### src/usdp_defs.svh
/*
  Offsets, field positions, reset values and timing counts of the serial data path.
  Assumes inclusion by bare name from the testbench and the design module.
*/
`ifndef USDP_DEFS_SVH
`define USDP_DEFS_SVH

`define USDP_OFS_DATA     8'h00
`define USDP_OFS_STATUS   8'h04
`define USDP_OFS_CONTROL  8'h08
`define USDP_OFS_FORMAT   8'h0C
`define USDP_OFS_BAUD     8'h10
`define USDP_OFS_RXNINTH  8'h14

`define USDP_ST_RXC       7
`define USDP_ST_TXC       6
`define USDP_ST_DATA_REGISTER_EMPTY_FLAG      5
`define USDP_ST_U2X       1

`define USDP_CT_RECEIVER_ENABLE_BIT      4
`define USDP_CT_TRANSMITTER_ENABLE_BIT      3
`define USDP_CT_BUFFER_EMPTY_IRQ_ENABLE     5
`define USDP_CT_TRANSMIT_COMPLETE_IRQ_ENABLE     6
`define USDP_CT_TRANSMIT_NINTH_BIT      0

`define USDP_FM_SYNC      6
`define USDP_FM_PARITY_ENABLE_BIT      5
`define USDP_FM_UPM0      4
`define USDP_FM_USBS      3
`define USDP_FM_SIZE_LO   0

`define USDP_SIZE_NINE    3'h7
`define USDP_FORMAT_RST   8'h06
`define USDP_BAUD_RST     12'h000
`define USDP_OVS_NORMAL   5'h10
`define USDP_OVS_DOUBLE   5'h08

`endif

### src/usdp_pkg.sv
/*
  Types of the serial data path: transmit and receive phases and the state record.
  Assumes usdp_defs.svh is reachable by bare name.
*/
package usdp_pkg;
  typedef enum logic [2:0] {
    USDP_PH_IDLE,
    USDP_PH_START,
    USDP_PH_DATA,
    USDP_PH_PAR,
    USDP_PH_STOP
  } usdp_phase_t;

  typedef struct packed {
    logic [7:0]  status;
    logic [7:0]  control;
    logic [7:0]  format;
    logic [11:0] baud;
    logic [8:0]  txbuf;
    logic        txbuf_full;
    logic [8:0]  txsh;
    usdp_phase_t tx_ph;
    logic [3:0]  tx_cnt;
    logic [4:0]  tx_tick;
    logic        tx_par;
    logic        tx_stop2;
    logic        tx_own;
    logic        txd;
    logic [8:0]  rxsh;
    usdp_phase_t rx_ph;
    logic [3:0]  rx_cnt;
    logic [4:0]  rx_tick;
    logic [8:0]  rxbuf;
    logic        rxbuf_full;
    logic [11:0] bdiv;
    logic        xck_s;
    logic        xck_d;
    logic        irq_data_register_empty_flag;
    logic        irq_txc;
    logic        irq_rxc;
    logic [31:0] prdata;
    logic        pready;
  } usdp_state_t;
endpackage : usdp_pkg

### src/usdp_datapath.sv
/*
  Transmit and receive data paths of a serial port, registers on APB.
  Assumes a single 100 MHz clock, synchronous pins, and a core that services interrupts.
*/
// Functional notes
// - Transmitter enable makes the block drive the serial output pin.
// - Data write fills the buffer; it moves to the shifter when idle or after stop.
// - The shifter sends one frame at the divider rate or the external clock.
// - Below eight bits, upper data bits written are ignored.
// - Nine-bit size takes bit eight from the ninth-bit control; software sets it first.
// - Empty flag is high when the buffer is empty, low while it holds data.
// - A write to the data register clears the empty flag.
// - Buffer-empty interrupt requests as long as flag and enable are high.
// - Transmit-complete sets when the frame is out and the buffer is empty.
// - Transmit-complete clears on interrupt service or a written one.
// - Transmit-complete interrupt requests when the flag and enable are high.
// - With parity enabled a parity bit follows the last data bit.
// - Clearing transmitter enable waits until shifter and buffer are done.
// - Receiver enable makes the block use the serial input pin.
// - Synchronous mode clocks bits by the external clock pin.
// - Receiver starts on a valid start bit and shifts bits to the first stop.
// - The receiver ignores any second stop bit.
// - After the first stop bit the shifter moves into the receive buffer.
// - Short characters read back with zero upper bits.
// - Frame is low start, data LSB first, optional parity, high stops.
// - Parity is the xor of data bits, inverted for odd parity.
// - Receive-complete is high while unread data sit in the receive buffer.
// - Clearing receiver enable stops reception and flushes the buffer at once.
`timescale 1ns/1ps
`include "usdp_defs.svh"

module usdp_datapath (
  input  wire logic        core_clk,
  input  wire logic        sys_rst,
  input  wire logic        clk_en,
  input  wire logic        psel,
  input  wire logic        penable,
  input  wire logic        pwrite,
  input  wire logic [7:0]  paddr,
  input  wire logic [31:0] pwdata,
  output logic      [31:0] prdata,
  output logic             pready,
  output logic             pslverr,
  input  wire logic        rxd_in,
  input  wire logic        xck_in,
  input  wire logic        data_register_empty_flag_ack,
  input  wire logic        txc_ack,
  output logic             txd_out,
  output logic             txd_oe,
  output logic             rxd_owned,
  output logic             irq_data_register_empty_flag,
  output logic             irq_txc,
  output logic             irq_rxc
);

  usdp_pkg::usdp_state_t s_r;
  usdp_pkg::usdp_state_t s_nxt;
  logic [7:0] err_r;

  logic       acc;
  logic       wr;
  logic       rd;
  logic [3:0] nbits;
  logic [8:0] dmask;
  logic       sync_m;
  logic       bit_tick;
  logic       xrise;
  logic       xfall;
  logic       rx_bit;
  logic [4:0] ovs;

  always_comb begin
    acc    = psel && penable && !s_r.pready;
    wr     = acc && pwrite;
    rd     = acc && !pwrite;
    // Size codes three to six all read as eight bits, so the reset format gives eight-bit characters.
    nbits  = (s_r.format[2:0] == `USDP_SIZE_NINE) ? 4'h9 :
             (s_r.format[2:0] > 3'h2) ? 4'h8 : (4'h5 + {2'h0, s_r.format[1:0]});
    dmask  = 9'h1FF >> (4'h9 - nbits);
    sync_m = s_r.format[`USDP_FM_SYNC];
    ovs    = s_r.status[`USDP_ST_U2X] ? `USDP_OVS_DOUBLE : `USDP_OVS_NORMAL;
    bit_tick = (s_r.bdiv == 12'h000);
    xrise  = s_r.xck_s && !s_r.xck_d;
    xfall  = !s_r.xck_s && s_r.xck_d;
    rx_bit = s_r.control[`USDP_CT_RECEIVER_ENABLE_BIT] ? rxd_in : 1'b1;
  end

  always_comb begin
    s_nxt = s_r;
    s_nxt.pready = acc;
    s_nxt.xck_s  = xck_in;
    s_nxt.xck_d  = s_r.xck_s;
    s_nxt.bdiv   = bit_tick ? s_r.baud : s_r.bdiv - 12'h001;

    if (rd) begin
      case (paddr)
        `USDP_OFS_DATA: begin
          s_nxt.prdata = {24'h0, s_r.rxbuf[7:0] & dmask[7:0]};
          s_nxt.rxbuf_full = 1'b0;
        end
        `USDP_OFS_STATUS:  s_nxt.prdata = {24'h0, s_r.status};
        `USDP_OFS_CONTROL: s_nxt.prdata = {24'h0, s_r.control};
        `USDP_OFS_FORMAT:  s_nxt.prdata = {24'h0, s_r.format};
        `USDP_OFS_BAUD:    s_nxt.prdata = {20'h0, s_r.baud};
        `USDP_OFS_RXNINTH: s_nxt.prdata = {31'h0, s_r.rxbuf[8] & dmask[8]};
        default:           s_nxt.prdata = 32'h0;
      endcase
    end

    if (wr) begin
      case (paddr)
        `USDP_OFS_DATA: begin
          s_nxt.txbuf = {s_r.control[`USDP_CT_TRANSMIT_NINTH_BIT], pwdata[7:0]} & dmask;
          s_nxt.txbuf_full = 1'b1;
        end
        `USDP_OFS_STATUS: begin
          s_nxt.status[`USDP_ST_U2X] = pwdata[`USDP_ST_U2X];
          if (pwdata[`USDP_ST_TXC])
            s_nxt.status[`USDP_ST_TXC] = 1'b0;
        end
        `USDP_OFS_CONTROL: s_nxt.control = pwdata[7:0];
        `USDP_OFS_FORMAT:  s_nxt.format  = pwdata[7:0];
        `USDP_OFS_BAUD:    s_nxt.baud    = pwdata[11:0];
        default: ;
      endcase
    end
    if (txc_ack)
      s_nxt.status[`USDP_ST_TXC] = 1'b0;

    // Transmitter; ticks are divider ticks (oversampled) or rising EXTERNAL_BIT_CLOCK_PIN edges.
    if (sync_m ? xrise : bit_tick)
      s_nxt.tx_tick = s_r.tx_tick + 5'h01;
    case (s_r.tx_ph)
      usdp_pkg::USDP_PH_IDLE: begin
        s_nxt.txd = 1'b1;
        // A buffered word still goes out after the enable was cleared, as long as the pin is held.
        if (s_r.txbuf_full && (s_r.control[`USDP_CT_TRANSMITTER_ENABLE_BIT] || s_r.tx_own)) begin
          s_nxt.txsh = s_r.txbuf;
          s_nxt.txbuf_full = wr && paddr == `USDP_OFS_DATA;
          s_nxt.tx_par = s_r.format[`USDP_FM_UPM0] ^ (^s_r.txbuf);
          s_nxt.tx_ph = usdp_pkg::USDP_PH_START;
          s_nxt.tx_tick = 5'h00;
          s_nxt.txd = 1'b0;
        end
      end
      usdp_pkg::USDP_PH_START, usdp_pkg::USDP_PH_DATA, usdp_pkg::USDP_PH_PAR,
      usdp_pkg::USDP_PH_STOP: begin
        if ((sync_m ? xfall : (bit_tick && s_r.tx_tick == ovs - 5'h01))) begin
          s_nxt.tx_tick = 5'h00;
          case (s_r.tx_ph)
            usdp_pkg::USDP_PH_START: begin
              s_nxt.tx_ph = usdp_pkg::USDP_PH_DATA;
              s_nxt.tx_cnt = 4'h1;
              s_nxt.txd = s_r.txsh[0];
              s_nxt.txsh = s_r.txsh >> 1;
            end
            usdp_pkg::USDP_PH_DATA: begin
              if (s_r.tx_cnt == nbits) begin
                if (s_r.format[`USDP_FM_PARITY_ENABLE_BIT]) begin
                  s_nxt.tx_ph = usdp_pkg::USDP_PH_PAR;
                  s_nxt.txd = s_r.tx_par;
                end else begin
                  s_nxt.tx_ph = usdp_pkg::USDP_PH_STOP;
                  s_nxt.txd = 1'b1;
                  s_nxt.tx_stop2 = s_r.format[`USDP_FM_USBS];
                end
              end else begin
                s_nxt.tx_cnt = s_r.tx_cnt + 4'h1;
                s_nxt.txd = s_r.txsh[0];
                s_nxt.txsh = s_r.txsh >> 1;
              end
            end
            usdp_pkg::USDP_PH_PAR: begin
              s_nxt.tx_ph = usdp_pkg::USDP_PH_STOP;
              s_nxt.txd = 1'b1;
              s_nxt.tx_stop2 = s_r.format[`USDP_FM_USBS];
            end
            default: begin
              if (s_r.tx_stop2) begin
                s_nxt.tx_stop2 = 1'b0;
              end else if (s_r.txbuf_full) begin
                s_nxt.txsh = s_r.txbuf;
                s_nxt.txbuf_full = wr && paddr == `USDP_OFS_DATA;
                s_nxt.tx_par = s_r.format[`USDP_FM_UPM0] ^ (^s_r.txbuf);
                s_nxt.tx_ph = usdp_pkg::USDP_PH_START;
                s_nxt.txd = 1'b0;
              end else begin
                s_nxt.tx_ph = usdp_pkg::USDP_PH_IDLE;
                s_nxt.status[`USDP_ST_TXC] = 1'b1;
              end
            end
          endcase
        end
      end
      default: s_nxt.tx_ph = usdp_pkg::USDP_PH_IDLE;
    endcase
    // Pin is kept until both shifter and buffer are drained.
    s_nxt.tx_own = s_r.control[`USDP_CT_TRANSMITTER_ENABLE_BIT] ||
                   (s_r.tx_own && (s_r.tx_ph != usdp_pkg::USDP_PH_IDLE || s_r.txbuf_full));
    s_nxt.status[`USDP_ST_DATA_REGISTER_EMPTY_FLAG] = !s_nxt.txbuf_full;

    // Receiver; asynchronous mode samples at mid-bit of the oversampled grid.
    if (bit_tick && !sync_m)
      s_nxt.rx_tick = s_r.rx_tick + 5'h01;
    case (s_r.rx_ph)
      usdp_pkg::USDP_PH_IDLE: begin
        if (!rx_bit && s_r.control[`USDP_CT_RECEIVER_ENABLE_BIT]) begin
          s_nxt.rx_ph = usdp_pkg::USDP_PH_START;
          s_nxt.rx_tick = 5'h00;
          s_nxt.rx_cnt = 4'h0;
        end
      end
      usdp_pkg::USDP_PH_START: begin
        if (sync_m ? xfall : (bit_tick && s_r.rx_tick == (ovs >> 1) - 5'h01)) begin
          s_nxt.rx_tick = 5'h00;
          s_nxt.rx_ph = rx_bit ? usdp_pkg::USDP_PH_IDLE : usdp_pkg::USDP_PH_DATA;
        end
      end
      usdp_pkg::USDP_PH_DATA, usdp_pkg::USDP_PH_PAR, usdp_pkg::USDP_PH_STOP: begin
        if (sync_m ? xfall : (bit_tick && s_r.rx_tick == ovs - 5'h01)) begin
          s_nxt.rx_tick = 5'h00;
          if (s_r.rx_ph == usdp_pkg::USDP_PH_DATA) begin
            s_nxt.rxsh = {rx_bit, s_r.rxsh[8:1]};
            s_nxt.rx_cnt = s_r.rx_cnt + 4'h1;
            if (s_r.rx_cnt + 4'h1 == nbits)
              s_nxt.rx_ph = s_r.format[`USDP_FM_PARITY_ENABLE_BIT] ? usdp_pkg::USDP_PH_PAR : usdp_pkg::USDP_PH_STOP;
          end else if (s_r.rx_ph == usdp_pkg::USDP_PH_PAR) begin
            s_nxt.rx_ph = usdp_pkg::USDP_PH_STOP;
          end else begin
            s_nxt.rx_ph = usdp_pkg::USDP_PH_IDLE;
            s_nxt.rxbuf = (s_r.rxsh >> (4'h9 - nbits)) & dmask;
            s_nxt.rxbuf_full = 1'b1;
          end
        end
      end
      default: s_nxt.rx_ph = usdp_pkg::USDP_PH_IDLE;
    endcase
    if (!s_r.control[`USDP_CT_RECEIVER_ENABLE_BIT]) begin
      s_nxt.rx_ph = usdp_pkg::USDP_PH_IDLE;
      s_nxt.rxbuf_full = 1'b0;
    end
    s_nxt.status[`USDP_ST_RXC] = s_nxt.rxbuf_full;

    s_nxt.irq_data_register_empty_flag = s_nxt.status[`USDP_ST_DATA_REGISTER_EMPTY_FLAG] && s_nxt.control[`USDP_CT_BUFFER_EMPTY_IRQ_ENABLE];
    s_nxt.irq_txc  = s_nxt.status[`USDP_ST_TXC] && s_nxt.control[`USDP_CT_TRANSMIT_COMPLETE_IRQ_ENABLE];
    s_nxt.irq_rxc  = s_nxt.status[`USDP_ST_RXC];
  end

  always_ff @(posedge core_clk or posedge sys_rst) begin
    if (sys_rst) begin
      s_r <= '0;
      s_r.status[`USDP_ST_DATA_REGISTER_EMPTY_FLAG] <= 1'b1;
      s_r.format <= `USDP_FORMAT_RST;
      s_r.baud <= `USDP_BAUD_RST;
      s_r.txd <= 1'b1;
      err_r <= 8'h00;
    end else if (clk_en) begin
      s_r <= s_nxt;
      err_r <= {7'h0, acc && pslv_bad(paddr)};
    end
  end

  function automatic logic pslv_bad(input logic [7:0] a);
    pslv_bad = a > `USDP_OFS_RXNINTH || a[1:0] != 2'h0;
  endfunction : pslv_bad

  always_comb begin
    prdata    = s_r.prdata;
    pready    = s_r.pready;
    pslverr   = err_r[0];
    txd_out   = s_r.txd;
    txd_oe    = s_r.tx_own;
    rxd_owned = s_r.control[`USDP_CT_RECEIVER_ENABLE_BIT];
    irq_data_register_empty_flag  = s_r.irq_data_register_empty_flag;
    irq_txc   = s_r.irq_txc;
    irq_rxc   = s_r.irq_rxc;
  end
endmodule : usdp_datapath

### config.mk
export PLATFORM = sky130hd
export DESIGN_NAME = usdp_datapath
export DESIGN_NICKNAME = d
export VERILOG_FILES = /design/src/usdp_pkg.sv /design/src/usdp_datapath.sv
export VERILOG_INCLUDE_DIRS = /design/src
export SDC_FILE = /design/constraint.sdc
export NUM_CORES = 1
export LEC_CHECK = 0
export BUFFER_PORTS_ARGS = -buffer_cell sky130_fd_sc_hd__buf_2
export CORE_ASPECT_RATIO = 0.9
export CORE_MARGIN = 2
export CORE_UTILIZATION = 35
export DETAILED_ROUTE_END_ITERATION = 6
export PLACE_DENSITY = 0.61
export SETUP_SLACK_MARGIN = 0.15
export SLEW_MARGIN = 5
export SYNTH_ARGS = -nofsm -noshare
export SYNTH_HDL_FRONTEND = slang
export SYNTH_SLANG_ARGS = --single-unit
### constraint.sdc
create_clock -name core_clk -period 6.5 [get_ports core_clk]
set_input_delay 1.95 -clock core_clk [delete_from_list [all_inputs] [get_ports core_clk]]
set_output_delay 1.95 -clock core_clk [all_outputs]
set_load 0.01 [all_outputs]
==> results.md, run 1 <==
- The data arrival time of the critical path is 4.50 ns.
- The worst setup skew after layout is 0.00859 ns.
- The number of buffer and inverter stages on the critical path is 1.
- The number of standard-cell rows in the floorplan is 50.
- The startpoint kind of the worst setup timing path is a flip-flop.
- The flow ran to the end, and the final reports show no timing, DRC or antenna violations.
- The number of buffers inserted during clock tree synthesis is 17.
- The most used flip-flop cell after synthesis is dfrtp_1.
- The endpoint of the most critical register-to-register path is prdata[6].
- For this run, the slowest stage of the critical path takes 0.77 ns.
- Along the worst hold path, the cell count comes to 2.
- In the synthesized netlist, the cells that appear most often are dfrtp_1 (123), nand2_1 (86), o21ai_0 (52).
- The total of flip-flops plus latches after synthesis is 127.
- The port buffer count is 48.
- The routability-driven placement congestion ratio is 0.861.
- The global-route wire length before repair is 29.8 mm.
- The number of antenna diodes in the final layout is 0.
- The via count of the first global-routing pass is 5,458.
- The root buffer cell is clkbuf_16.
- Dividing total power by cell area gives a power density of 253 nW/µm².
- Tracing the worst setup path back leads to its startpoint at s_r[129].
- The area of the core is 21,000 µm².
- The remaining antenna violation count is 0.
- The final critical-path share of the clock period is 63.6%.
- Clock-pin slew was measured on the worst setup and hold paths at 0.06 ns.
- IR analysis of the VDD net gives a maximum drop of 0.230 mV.
- STA classifies the critical path endpoint as a flip-flop.
- The biggest area contributor in the post-synthesis netlist is dfrtp_1.
- The post-detailed-route DRC marker count is 0.
- The number of pins with negative max-slew slack in the final report is 0.
- After routing, the total negative slack on setup checks comes to 0 ns.
- The number of fillers in the final layout is 2,041.
- The worst register-to-register path has a setup slack of 2.37 ns.
- The combined area of the multi-input logic cells is 3890 µm².
- Measured along the x axis, the die boundary spans 159 µm.
- The worst setup path is of the reg2reg kind.
- Ranked by total cell area, the synthesized netlist is headed by dfrtp_1 (41%), mux2_2 (6.3%), nand2_1 (4.3%).
- The cell count after synthesis came out at 777.
- The number of distinct library cell variants in the gate-level netlist after synthesis is 87.
- Summed over all nets, the half-perimeter wirelength after detailed placement is 13.5 mm.
- The worst hold path class is reg2reg.
- For this block, the via count after detailed routing is 5,922.
- In this run the static leakage power is 0.00380 µW.
- The number of cells upsized or downsized after cts is 0.
- Of all nets on the critical path, the largest fanout is 12.
- The H-tree generated during clock tree synthesis spans 4 levels.
- The initial cell density of the core is 36.0%.
- The area growth from synthesis to layout is 12.3%.
- The end point of the worst hold path is s_r[55].
- The count of synthesis-stage warnings from yosys is 0.
- After clock tree synthesis, the setup repair step added 0 buffers.
- The cell area after synthesis is 7530 µm².
- Measured in cells, the most critical reg-to-reg path has a length of 9.
- At the pin with the least slew margin, the transition time is 0.953 ns.
- The chip height is 143 µm.
- The worst hold path begins at s_r[55].
- The most frequent cell on the critical path is ha_1.
- The first routing iteration left 387 violations.
- The highest attainable clock frequency is 0.242 GHz.
- The initial antenna violation count is 0.
- Global routing used 17.0% of the available tracks across all layers.
- Averaged over all synthesized cells, the footprint is 9.70 µm².
- In the synthesized netlist the async set-or-reset flop fraction comes to 100%.
- After clock tree synthesis, the flow added hold-fix buffers numbering 0.
- The hold violation count in the final report is 0.
- The register area is 3180 µm².
- For this design, the sink count on the clock tree is 127.
- In this run the critical register-to-register path is launched from s_r[129].
- The I/O pin count is 90.
- The die covers 22,700 µm².
- Clock latency on the worst-skew pair, taken at its later pin, is 0.43 ns.
- Setup violations remaining at the end of the flow were counted as 0.
- The maximum number of pins on one net before global-route repair is 55.
- Wires add up to 18.6 mm.
- Walking the worst path, the cells encountered are ha_1 -> or2_2 -> nor2_1 -> inv_1 -> ha_1 -> xnor2_1 -> nand2_1 -> o21ai_0 -> a22o_1.
- Grouping stages by cell kind, the critical path spends the most delay in simple AND/OR/NAND/NOR gates.
- The minimum clock period is 4.13 ns.
- The share of synthesized area in the top cell type comes to 40.9%.
- In this run, synthesis inferred 0 flip-flops with an integrated enable.
- The most common cell in the synthesized netlist is dfrtp_1.
- The tool flagged a number of max-cap violations equal to 0.
- The final layout contains 859 nets.
- After detailed routing, the average wire length per cell comes to 17.0 µm.
- The fraction of layout instances using a drive strength above 1 is 20.4%.
- TritonCTS built the clock tree.
- The post-layout instance area is 8460 µm².
- In this run the tightest slew margin relative to its limit is 35.9%.
- The number of detailed-route iterations in the first pass is 5.
- The instance area after placement is 7840 µm².
- Global routing finished with a remaining overflow of 0.
- The clock passes through at most 2 buffers.
- In the routed layout, each cell is associated on average with a via count of 5.39.
- Setup repair after global routing left no endpoint under its margin.
- The sequential element share of the synthesized area is 42.2%.
- The data required time at the worst endpoint is 6.87 ns.
- The cell type of the slowest stage on the worst timing path is xnor2_1.
-- cell type report --
cell class,count,share of cell area (%)
well taps,286,4.23
clock buffers,18,5.07
inverters,35,1.58
repair buffers,53,3.28
multi-input cells,566,45.9
flip-flops and latches,127,37.6
clock inverters,13,2.25
-- power by group --
part	total [µW]	switching, µW	leakage [µW]	internal [µW]
clock	1020	378	0.000289	641
sequential	900	63.6	0.00167	836
combinational	219	136	0.00184	83.7
-- through the flow --
step / std cells / util [%] / hold WS, ns / setup slack, ns / total power, µW
2_1_floorplan: 796 / - / 0.440 / 1.17 / 1070
3_3_place_gp: 1067 / 37.4 / 0.464 / 2.16 / 1130
3_5_place_dp: 1067 / 37.4 / 0.471 / 2.18 / 1130
4_1_cts: 1098 / 40.4 / 0.488 / 2.46 / 2150
5_1_grt: 1098 / 40.4 / 0.497 / 2.14 / 2210
6_report: 1098 / 40.4 / 0.489 / 2.37 / 2140
-- layer usage --
| metal | vias to the layer above | global-route usage, % | part of all wire (%) |
|---|---|---|---|
| li1 | 2841 | - | - |
| met1 | 2877 | 25.2 | 50 |
| met2 | 177 | 24.3 | 43 |
| met3 | 27 | 3.73 | 5.5 |
| met4 | 0 | 6.07 | 1.8 |
| met5 | - | 0 | 0 |
-- flip-flops by register name, indices dropped and copies added (netlist names) --
| register | flops |
|---|---|
| err_r | 1 |
| irq_data_register_empty_flag | 1 |
| irq_txc | 1 |
| prdata | 12 |
| pready | 1 |
| rxd_owned | 1 |
| s_nxt | 1 |
| s_r | 107 |
| txd_oe | 1 |
| txd_out | 1 |
-- how the worst max path moves through the flow --
stage	end	slack, ns	depth (start not counted)
2_1_floorplan	err_r[0]	1.17	1
5_1_grt	prdata[6]	2.14	9
6_report	prdata[6]	2.37	9
4_1_cts	prdata[6]	2.46	9
3_3_place_gp	s_r[113]	2.16	6
3_5_place_dp	s_r[113]	2.18	6
-- placed cells by master, fill, tap and decap left out, types with 5 or more instances in the layout --
cell	count
o22ai_1	5
dfrtp_1	123
nor4_1	6
conb_1	20
xnor2_1	14
o31ai_1	8
o211ai_1	5
xor2_1	8
mux2i_1	17
nor2_1	46
nand2b_1	8
inv_1	33
nand2_1	86
a32oi_1	5
mux2_2	42
o21ai_0	52
o221ai_1	9
a22o_1	11
o2bb2ai_1	6
o21ai_1	5
buf_2	48
clkbuf_16	17
or2_2	5
nand3_1	17
nand4_1	9
nor2b_1	15
a22oi_1	6
a21oi_1	28
buf_4	5
and3_1	5
a31oi_1	12
nor3_1	20
ha_1	9
o21a_1	5
-- logic make-up (layout without fill, tap and decap cells) --
family	after synthesis	count (layout)	synth area share (%)
and+or+nand+nor	253	253	18.0
AOI/OAI and AO/OA	196	196	18.5
DFF	127	127	42.2
buffers and inverters	103	119	7.21
muxes	66	66	10.0
xor gates and xnor gates	22	22	2.56
adders and majority gates	9	9	1.49
other	1	20	0.0498
-- worst register-to-register path: stages, from the launching register on --
cell and delay [ns]:
dfstp_2 0.60, ha_1 0.27, or2_2 0.31, nor2_1 0.69, inv_1 0.29, ha_1 0.32
xnor2_1 0.77, nand2_1 0.28, o21ai_0 0.37, a22o_1 0.18
Power figures use the tool's default switching activity.
==> run 2: changes to the inputs <==
--- a/config.mk
+++ b/config.mk
@@ -11,7 +11,7 @@
 export CORE_MARGIN = 2
 export CORE_UTILIZATION = 35
 export DETAILED_ROUTE_END_ITERATION = 6
-export PLACE_DENSITY = 0.61
+export PLACE_DENSITY = 0.62
 export SETUP_SLACK_MARGIN = 0.15
 export SLEW_MARGIN = 5
 export SYNTH_ARGS = -nofsm -noshare
==> constraint.sdc (replaced) <==
create_clock -name core_clk -period 3.3 [get_ports core_clk]
set_input_delay 0.99 -clock core_clk [delete_from_list [all_inputs] [get_ports core_clk]]
set_output_delay 0.99 -clock core_clk [all_outputs]
set_load 0.01 [all_outputs]
==> run 2 against run 1 <==
Compared with the run above: final cell count is 2.6% higher; global-route usage is 0.83 points higher; total power is 94% higher; routed wire length is 3.4% higher; cell area is 2.5% higher; via count is 2.4% higher; first-iteration DRC count is 40% higher; critical endpoint is now prdata[0].
==> results.md, run 2 (same netlist as run 1, synthesis figures left out) <==
- The critical-path maximum fanout came to 6 (-6).
- The end point of the worst hold path is prdata[5].
- The via count of the first global-routing pass is 5,809 (+6.4%).
- The chip height was 143 µm (unchanged).
- The combined global-route utilization of all metal layers came to 17.9% (+0.83 points).
- The peak supply drop is 0.357 mV (+55%).
- The number of buffer and inverter stages on the critical path is 1 (unchanged).
- The final setup violation count is 0 (unchanged).
- The area of the core is 21,000 µm² (unchanged).
- The endpoint identified for the worst register-to-register timing path is prdata[0].
- The most frequent cell on the critical path is ha_1.
- The startpoint kind of the worst setup timing path is a flip-flop.
- The initial antenna violation count is 1 (+1).
- The leakage power of the design is 0.00395 µW (+3.9%).
- The data required time at the worst endpoint is 3.60 ns (-3.27 ns).
- The root buffer cell is clkbuf_16.
- Setup repair after global routing left no endpoint under its margin.
- The final critical-path share of the clock period is 87.9% (+24 points).
- STA classifies the critical path endpoint as a flip-flop.
- The fraction of layout instances using a drive strength above 1 is 23.1% (+2.7 points).
- The accumulated negative setup slack came to 0 ns (unchanged).
- The post-synthesis to final-layout area growth is 15.1%.
- The number of fillers in the final layout came to 2,049 (+0.39%).
- Tracing the worst setup path back leads to its startpoint at s_r[129].
- The worst setup skew after layout is 0.0153 ns (+0.00667 ns).
- The hold violation count in the final report was 0 (unchanged).
- The number of buffers inserted to repair setup after CTS came to 0 (unchanged).
- The clock network latency to the later pin of the worst-skew pair is 0.43 ns (about the same).
- The cell depth of the worst flop-to-flop path was 9 (unchanged).
- The tightest slew margin relative to the limit is 54.9% (+19 points).
- The data arrival time of the critical path was 3.20 ns (-1.30 ns).
- The total overflow reported by the global router is 0 (unchanged).
- The worst hold path begins at prdata[5].
- The CTS tree is done.
- The initial cell density of the core is 36.0% (unchanged).
- The worst hold path class is reg2reg.
- The post-detailed-route DRC marker count is 0 (unchanged).
- The number of nets in the final layout was 886 (+3.1%).
- The cell family with the largest share of critical-path delay is compound AO/OA/AOI/OAI gates.
- The worst slack after detailed placement is 0.109 ns (-2.07 ns).
- The worst setup margin was 0.401 ns (-1.97 ns).
- The maximum buffer depth of the clock tree is 2 (unchanged).
- The number of detailed-route iterations in the first pass is 5 (unchanged).
- The via count normalized by instance count is 5.38 (-0.22%).
- The total die area is 22,700 µm² (unchanged).
- The H-tree depth reported by CTS came to 4 (unchanged).
- The sum of internal, switching and leakage power came to 4140 µW (+94%).
- The startpoint of the worst-slack reg-to-reg timing path is s_r[129].
- The power density relative to cell area is 478 nW/µm² (+89%).
- The flip-flop count of the largest register, all copies and words added is 107 (unchanged).
- The placed instance count is 1,094 (+2.5%).
- The register area is 3180 µm² (unchanged).
- The number of pins with negative max-slew slack in the final report came to 0 (unchanged).
- The number of buffers added to fix hold violations after cts was 0 (unchanged).
- The count of clock tree sinks is 127 (unchanged).
- The max-capacitance violation count is 0 (unchanged).
- The combined area of the multi-input logic cells is 3880 µm² (-0.16%).
- The leading cell type in the layout, fill and taps excluded is dfrtp_1.
- The overall die width was 159 µm (unchanged).
- The port buffer count is 48 (unchanged).
- The average wire per standard cell is 17.1 µm (+0.70%).
- The final instance count without filler cells is 1,127 (+2.6%).
- The library cells used most frequently in the layout, excluding fill and tap cells, are dfrtp_1 (123), nand2_1 (86), o21ai_0 (52).
- The critical path class is reg2reg.
- The detailed-placement wirelength estimate is 14.0 mm (+4.0%).
- The biggest cell delay along the critical path is 0.59 ns (-0.18 ns).
- The cell depth of the worst hold path is 2 (unchanged).
- The number of standard-cell rows in the floorplan is 50 (unchanged).
- The number of buffers inserted during clock tree synthesis is 17 (unchanged).
- The routed length on met3 is 1.20 mm (+17%).
- The routed length on met1 is 9.41 mm (+1.7%).
- The global-route wire length before repair was 31.5 mm (+5.7%).
- The routability-driven placement congestion ratio was 0.883 (+2.5%).
- The critical path goes through ha_1 -> or2_2 -> nor2_1 -> inv_1 -> ha_1 -> xor2_1 -> o21ai_0 -> a311oi_1 -> o31ai_1.
- The number of cells upsized or downsized after cts is 0 (unchanged).
- The post-CTS clock slew at the launch and capture registers of the worst setup and hold paths is 0.06 ns (about the same).
- The slowest stage of the critical path belongs to the cell dfstp_2.
- The maximum number of pins on one net before global-route repair came to 43 (-22%).
- The register with the most flip-flops in the final layout is s_r.
- The highest attainable clock frequency is 0.345 GHz (+43%).
- The internal reg-to-reg setup slack was 0.40 ns (-1.97 ns).
- The first-iteration detailed-routing DRC count is 541 (+40%).
- The uppermost layer routed is met4.
- The count of vias placed by the detailed router is 6,065 (+2.4%).
- The routed length on met2 is 8.39 mm (+4.7%).
- The flow ran to the end, and the final reports show no timing, DRC or antenna violations.
- The minimum clock period is 2.90 ns (-1.23 ns).
- The I/O pin count is 90 (unchanged).
- The detailed-route wire length is 19.2 mm (+3.4%).
- The remaining antenna violation count is 0 (unchanged).
- The transition time of the tightest slew-check pin is 0.676 ns (-0.277 ns).
## run 2: cell count changes in the layout (fill, tap and decap cells not counted)
cell        before  now
nor4_1           6    7
bufinv_16        4    2
clkbuf_1         1    0
clkinvlp_4       4    1
inv_4            1    0
clkinv_2         1    3
buf_12           0    3
clkbuf_8         0    1
diode_2          0    1
buf_4            5   29
inv_6            1    6
nor4_2           1    0
## run 2: how the worst max path moves through the flow
stage	end	slack, ns	depth (start not counted)
finish	prdata[0]	0.40	9
global route	prdata[0]	0.18	7
CTS	prdata[0]	0.45	9
detailed placement	s_r[113]	0.11	6
global placement	s_r[113]	0.13	6
floorplan	s_r[107]	0.47	7
## run 2: power breakdown
part	total, µW	internal (µW)	switching, µW
Sequential	1770	1650	121
Clock	1910	1140	769
Combinational	462	185	277
Total	4140	2980	1170
## run 2: per-stage QoR
stage	instance area [µm²]	utilization [%]	hold WS [ns]
after floorplan	7610	-	0.440
after CTS	8670	41.4	0.488
final	8670	41.4	0.487
after global placement	8070	38.5	0.463
after global routing	8670	41.4	0.504
after detailed placement	8070	38.5	0.472
## run 2: cell type report
cell class,instances,area share (%)
timing repair buffer,80,5.97
multi-input combinational,566,44.8
clock buffer,18,5.07
clock inverter,14,1.78
antenna,1,0.0289
sequential,127,36.7
tap,286,4.13
inverter,35,1.56
## run 2: layer usage
metal | up-vias | global-route usage (%)
met1 | 2934 | 26.4
met5 | - | 0
li1 | 2890 | -
met2 | 220 | 26.4
met3 | 21 | 3.76
met4 | 0 | 4.84
## run 2: tightest hold or removal path, delay by kind of cell (launching register included)
family	cells	cell delay, ns
DFF	1	0.35
and+or+nand+nor	1	0.05
AOI/OAI and AO/OA	1	0.06
==> run 3: changes to the inputs <==
--- a/config.mk
+++ b/config.mk
@@ -11,7 +11,7 @@
 export CORE_MARGIN = 2
 export CORE_UTILIZATION = 35
 export DETAILED_ROUTE_END_ITERATION = 6
-export PLACE_DENSITY = 0.62
+export PLACE_DENSITY = 0.61
 export SETUP_SLACK_MARGIN = 0.15
 export SLEW_MARGIN = 5
 export SYNTH_ARGS = -nofsm -noshare
==> constraint.sdc (replaced) <==
create_clock -name core_clk -period 3.46 [get_ports core_clk]
set_input_delay 1.038 -clock core_clk [delete_from_list [all_inputs] [get_ports core_clk]]
set_output_delay 1.038 -clock core_clk [all_outputs]
set_load 0.01 [all_outputs]
==> run 3 against run 2 <==
Compared with the run above: via count down 0.69%; highest routed layer unchanged; largest cell class unchanged; critical path depth unchanged; clock skew down 0.0061 ns; largest power group unchanged; register-to-register slack better by 0.06 ns; worst hold slack worse by 0.0040 ns; cell area down 0.42%; routed wire length down 1.3%; critical path type unchanged.
==> results.md, run 3 (same netlist as run 1, synthesis figures left out) <==
- The I/O pin count is 90 (unchanged).
- The data arrival time of the critical path is 3.36 ns (+0.16 ns).
- The port buffer count came to 48 (unchanged).
- The worst setup skew after layout is 0.00918 ns (-0.00607 ns).
- The post-detailed-route DRC marker count is 0 (unchanged).
- The leading cell type in the layout, fill and taps excluded is dfrtp_1.
- The maximum number of pins on one net before global-route repair is 49 (+14%).
- In this run the critical register-to-register path is captured at prdata[6].
- The post-CTS clock slew at the launch and capture registers of the worst setup and hold paths is 0.06 ns (about the same).
- The minimum clock period is 3.00 ns (+0.102 ns).
- The internal reg-to-reg setup slack is 0.46 ns (+0.06 ns).
- The flip-flop count of the largest register, all copies and words added is 107 (unchanged).
- The initial cell density of the core is 36.0% (unchanged).
- The hold violation count in the final report is 0 (unchanged).
- The number of buffer and inverter stages on the critical path was 1 (unchanged).
- The final setup violation count was 0 (unchanged).
- The number of nets in the final layout is 877 (-1.0%).
- The post-synthesis to final-layout area growth is 14.6%.
- The cell depth of the worst flop-to-flop path is 9 (unchanged).
- The number of cells upsized or downsized after cts came to 0 (unchanged).
- Setup repair after global routing left no endpoint under its margin.
- The number of buffers inserted to repair setup after CTS is 0 (unchanged).
- The path with the worst hold slack has its endpoint at s_r[57].
- The maximum buffer depth of the clock tree is 2 (unchanged).
- The detailed-route wire length came to 19.0 mm (-1.3%).
- The total overflow reported by the global router is 0 (unchanged).
- The clock network latency to the later pin of the worst-skew pair is 0.42 ns (about the same).
- The leakage power of the design was 0.00390 µW (-1.3%).
- The via count normalized by instance count came to 5.39 (+0.20%).
- The number of buffers inserted during clock tree synthesis came to 17 (unchanged).
- The kind of cell with the highest combined delay along the critical path is simple AND/OR/NAND/NOR gates.
- The cell depth of the worst hold path came to 2 (unchanged).
- The transition time of the tightest slew-check pin was 0.727 ns (+0.0515 ns).
- The final critical-path share of the clock period was 86.8% (-1.1 points).
- The worst slack on hold paths came to 0.482 ns (-0.00402 ns).
- The highest attainable clock frequency is 0.333 GHz (-3.4%).
- The worst setup margin is 0.458 ns (+0.0575 ns).
- The number of logic stages on the critical path including buffering is 9 (unchanged).
- The initial antenna violation count came to 0 (-1).
- The total die area is 22,700 µm² (unchanged).
- The number of detailed-route iterations in the first pass is 5 (unchanged).
- The critical path class is reg2reg.
- The number of pins with negative max-slew slack in the final report is 0 (unchanged).
- The biggest cell delay along the critical path is 0.59 ns (about the same).
- The via count of the first global-routing pass is 5,727 (-1.4%).
- The accumulated negative setup slack is 0 ns (unchanged).
- The tightest slew margin relative to the limit is 51.1% (-3.8 points).
- The CTS tree is done.
- The beginning of the critical path is s_r[129].
- The H-tree depth reported by CTS is 4 (unchanged).
- The fraction of layout instances using a drive strength above 1 is 22.3% (-0.83 points).
- The kind of capture point of the worst setup path is a flip-flop.
- The cell type of the slowest stage on the worst timing path is dfstp_2.
- The total inserted antenna cells is 0 (-1).
- The average wire per standard cell is 17.0 µm (-0.45%).
- The worst slack after detailed placement was 0.176 ns (+0.0663 ns).
- The number of buffers added to fix hold violations after cts is 0 (unchanged).
- The number of standard-cell rows in the floorplan is 50 (unchanged).
- The chip height is 143 µm (unchanged).
- The area of the core came to 21,000 µm² (unchanged).
- The remaining antenna violation count is 0 (unchanged).
- The detailed-placement wirelength estimate is 13.7 mm (-2.3%).
- The power density relative to cell area is 466 nW/µm² (-2.6%).
- The first-iteration detailed-routing DRC count was 545 (+0.74%).
- Counting stages on the worst path, the most repeated cell is ha_1.
- More flip-flops sit in one register than any other, and that register is s_r.
- In this run the most critical hold path is launched from s_r[57].
- The routability-driven placement congestion ratio is 0.859 (-2.7%).
- The worst setup path is launched from a flip-flop.
- In the layout the commonest cells are dfrtp_1 (123), nand2_1 (86), o21ai_0 (52).
- The worst register-to-register path begins at s_r[129].
- The count of vias placed by the detailed router is 6,023 (-0.69%).
- The critical-path maximum fanout was 6 (unchanged).
- The global-route wire length before repair is 31.1 mm (-1.5%).
- The data required time at the worst endpoint is 3.82 ns (+0.22 ns).
- Walking the worst path, the cells encountered are ha_1 -> or2_2 -> nor2_1 -> inv_1 -> ha_1 -> xnor2_1 -> nand2_1 -> o21ai_0 -> a22o_1.
- The root buffer cell is clkbuf_16.
- The count of clock tree sinks was 127 (unchanged).
- The combined global-route utilization of all metal layers was 17.6% (-0.26 points).
- The worst hold path class is reg2reg.
- The max-capacitance violation count came to 0 (unchanged).
- The peak supply drop is 0.360 mV (+0.87%).
- The run finished with clean final reports.
- The overall die width came to 159 µm (unchanged).
-- run 3: changes by cell type in the layout (fill, tap and decap cells not counted), sizes merged --
cell,change
buf,-9
clkinv,-1
diode,-1
bufinv,+2
inv,-5
clkinvlp,+4
-- run 3: cell type report --
class | count | area [µm²]
clock inverters | 14 | 191
fillers | 2048 | 12300
multi-input cells | 566 | 3890
repair buffers | 71 | 450
inverters | 35 | 135
well taps | 286 | 358
flip-flops and latches | 127 | 3180
clock buffers | 18 | 429
-- run 3: how the worst max path moves through the flow --
stage               slack (ns)        end
floorplan                 0.58   s_r[107]
global placement          0.23    irq_txc
detailed placement        0.18    irq_txc
CTS                       0.49  prdata[6]
global route              0.26  prdata[6]
finish                    0.46  prdata[6]
-- run 3: report_power, final --
part           internal (µW)  switching (µW)  leakage [µW]
sequential              1570             120       0.00167
combinational            174             261       0.00194
clock                   1200             692      0.000292
total                   2950            1070       0.00390
-- run 3: tightest hold or removal path: stages (launching register included) --
cell     delay [ns]
dfrtp_1        0.34
nand2_1        0.07
o41ai_2        0.05
-- run 3: metal layers --
metal	wire [µm]	global-route usage, %	vias to the layer above	share of wire [%]
li1	-	-	2872	-
met1	9440	25.8	2958	50
met2	8380	25.7	169	44
met3	882	4.28	24	4.6
met4	286	5.03	0	1.5
met5	0	0	-	0
-- run 3: metrics by stage --
stage	instance area, µm²	power, µW	util [%]	instances
final	8630	4020	41.2	1117
after detailed placement	8010	2150	38.2	1085
after global placement	8010	2140	38.2	1085
after CTS	8630	4050	41.2	1117
after global routing	8630	4200	41.2	1117
after floorplan	7610	2020	-	796
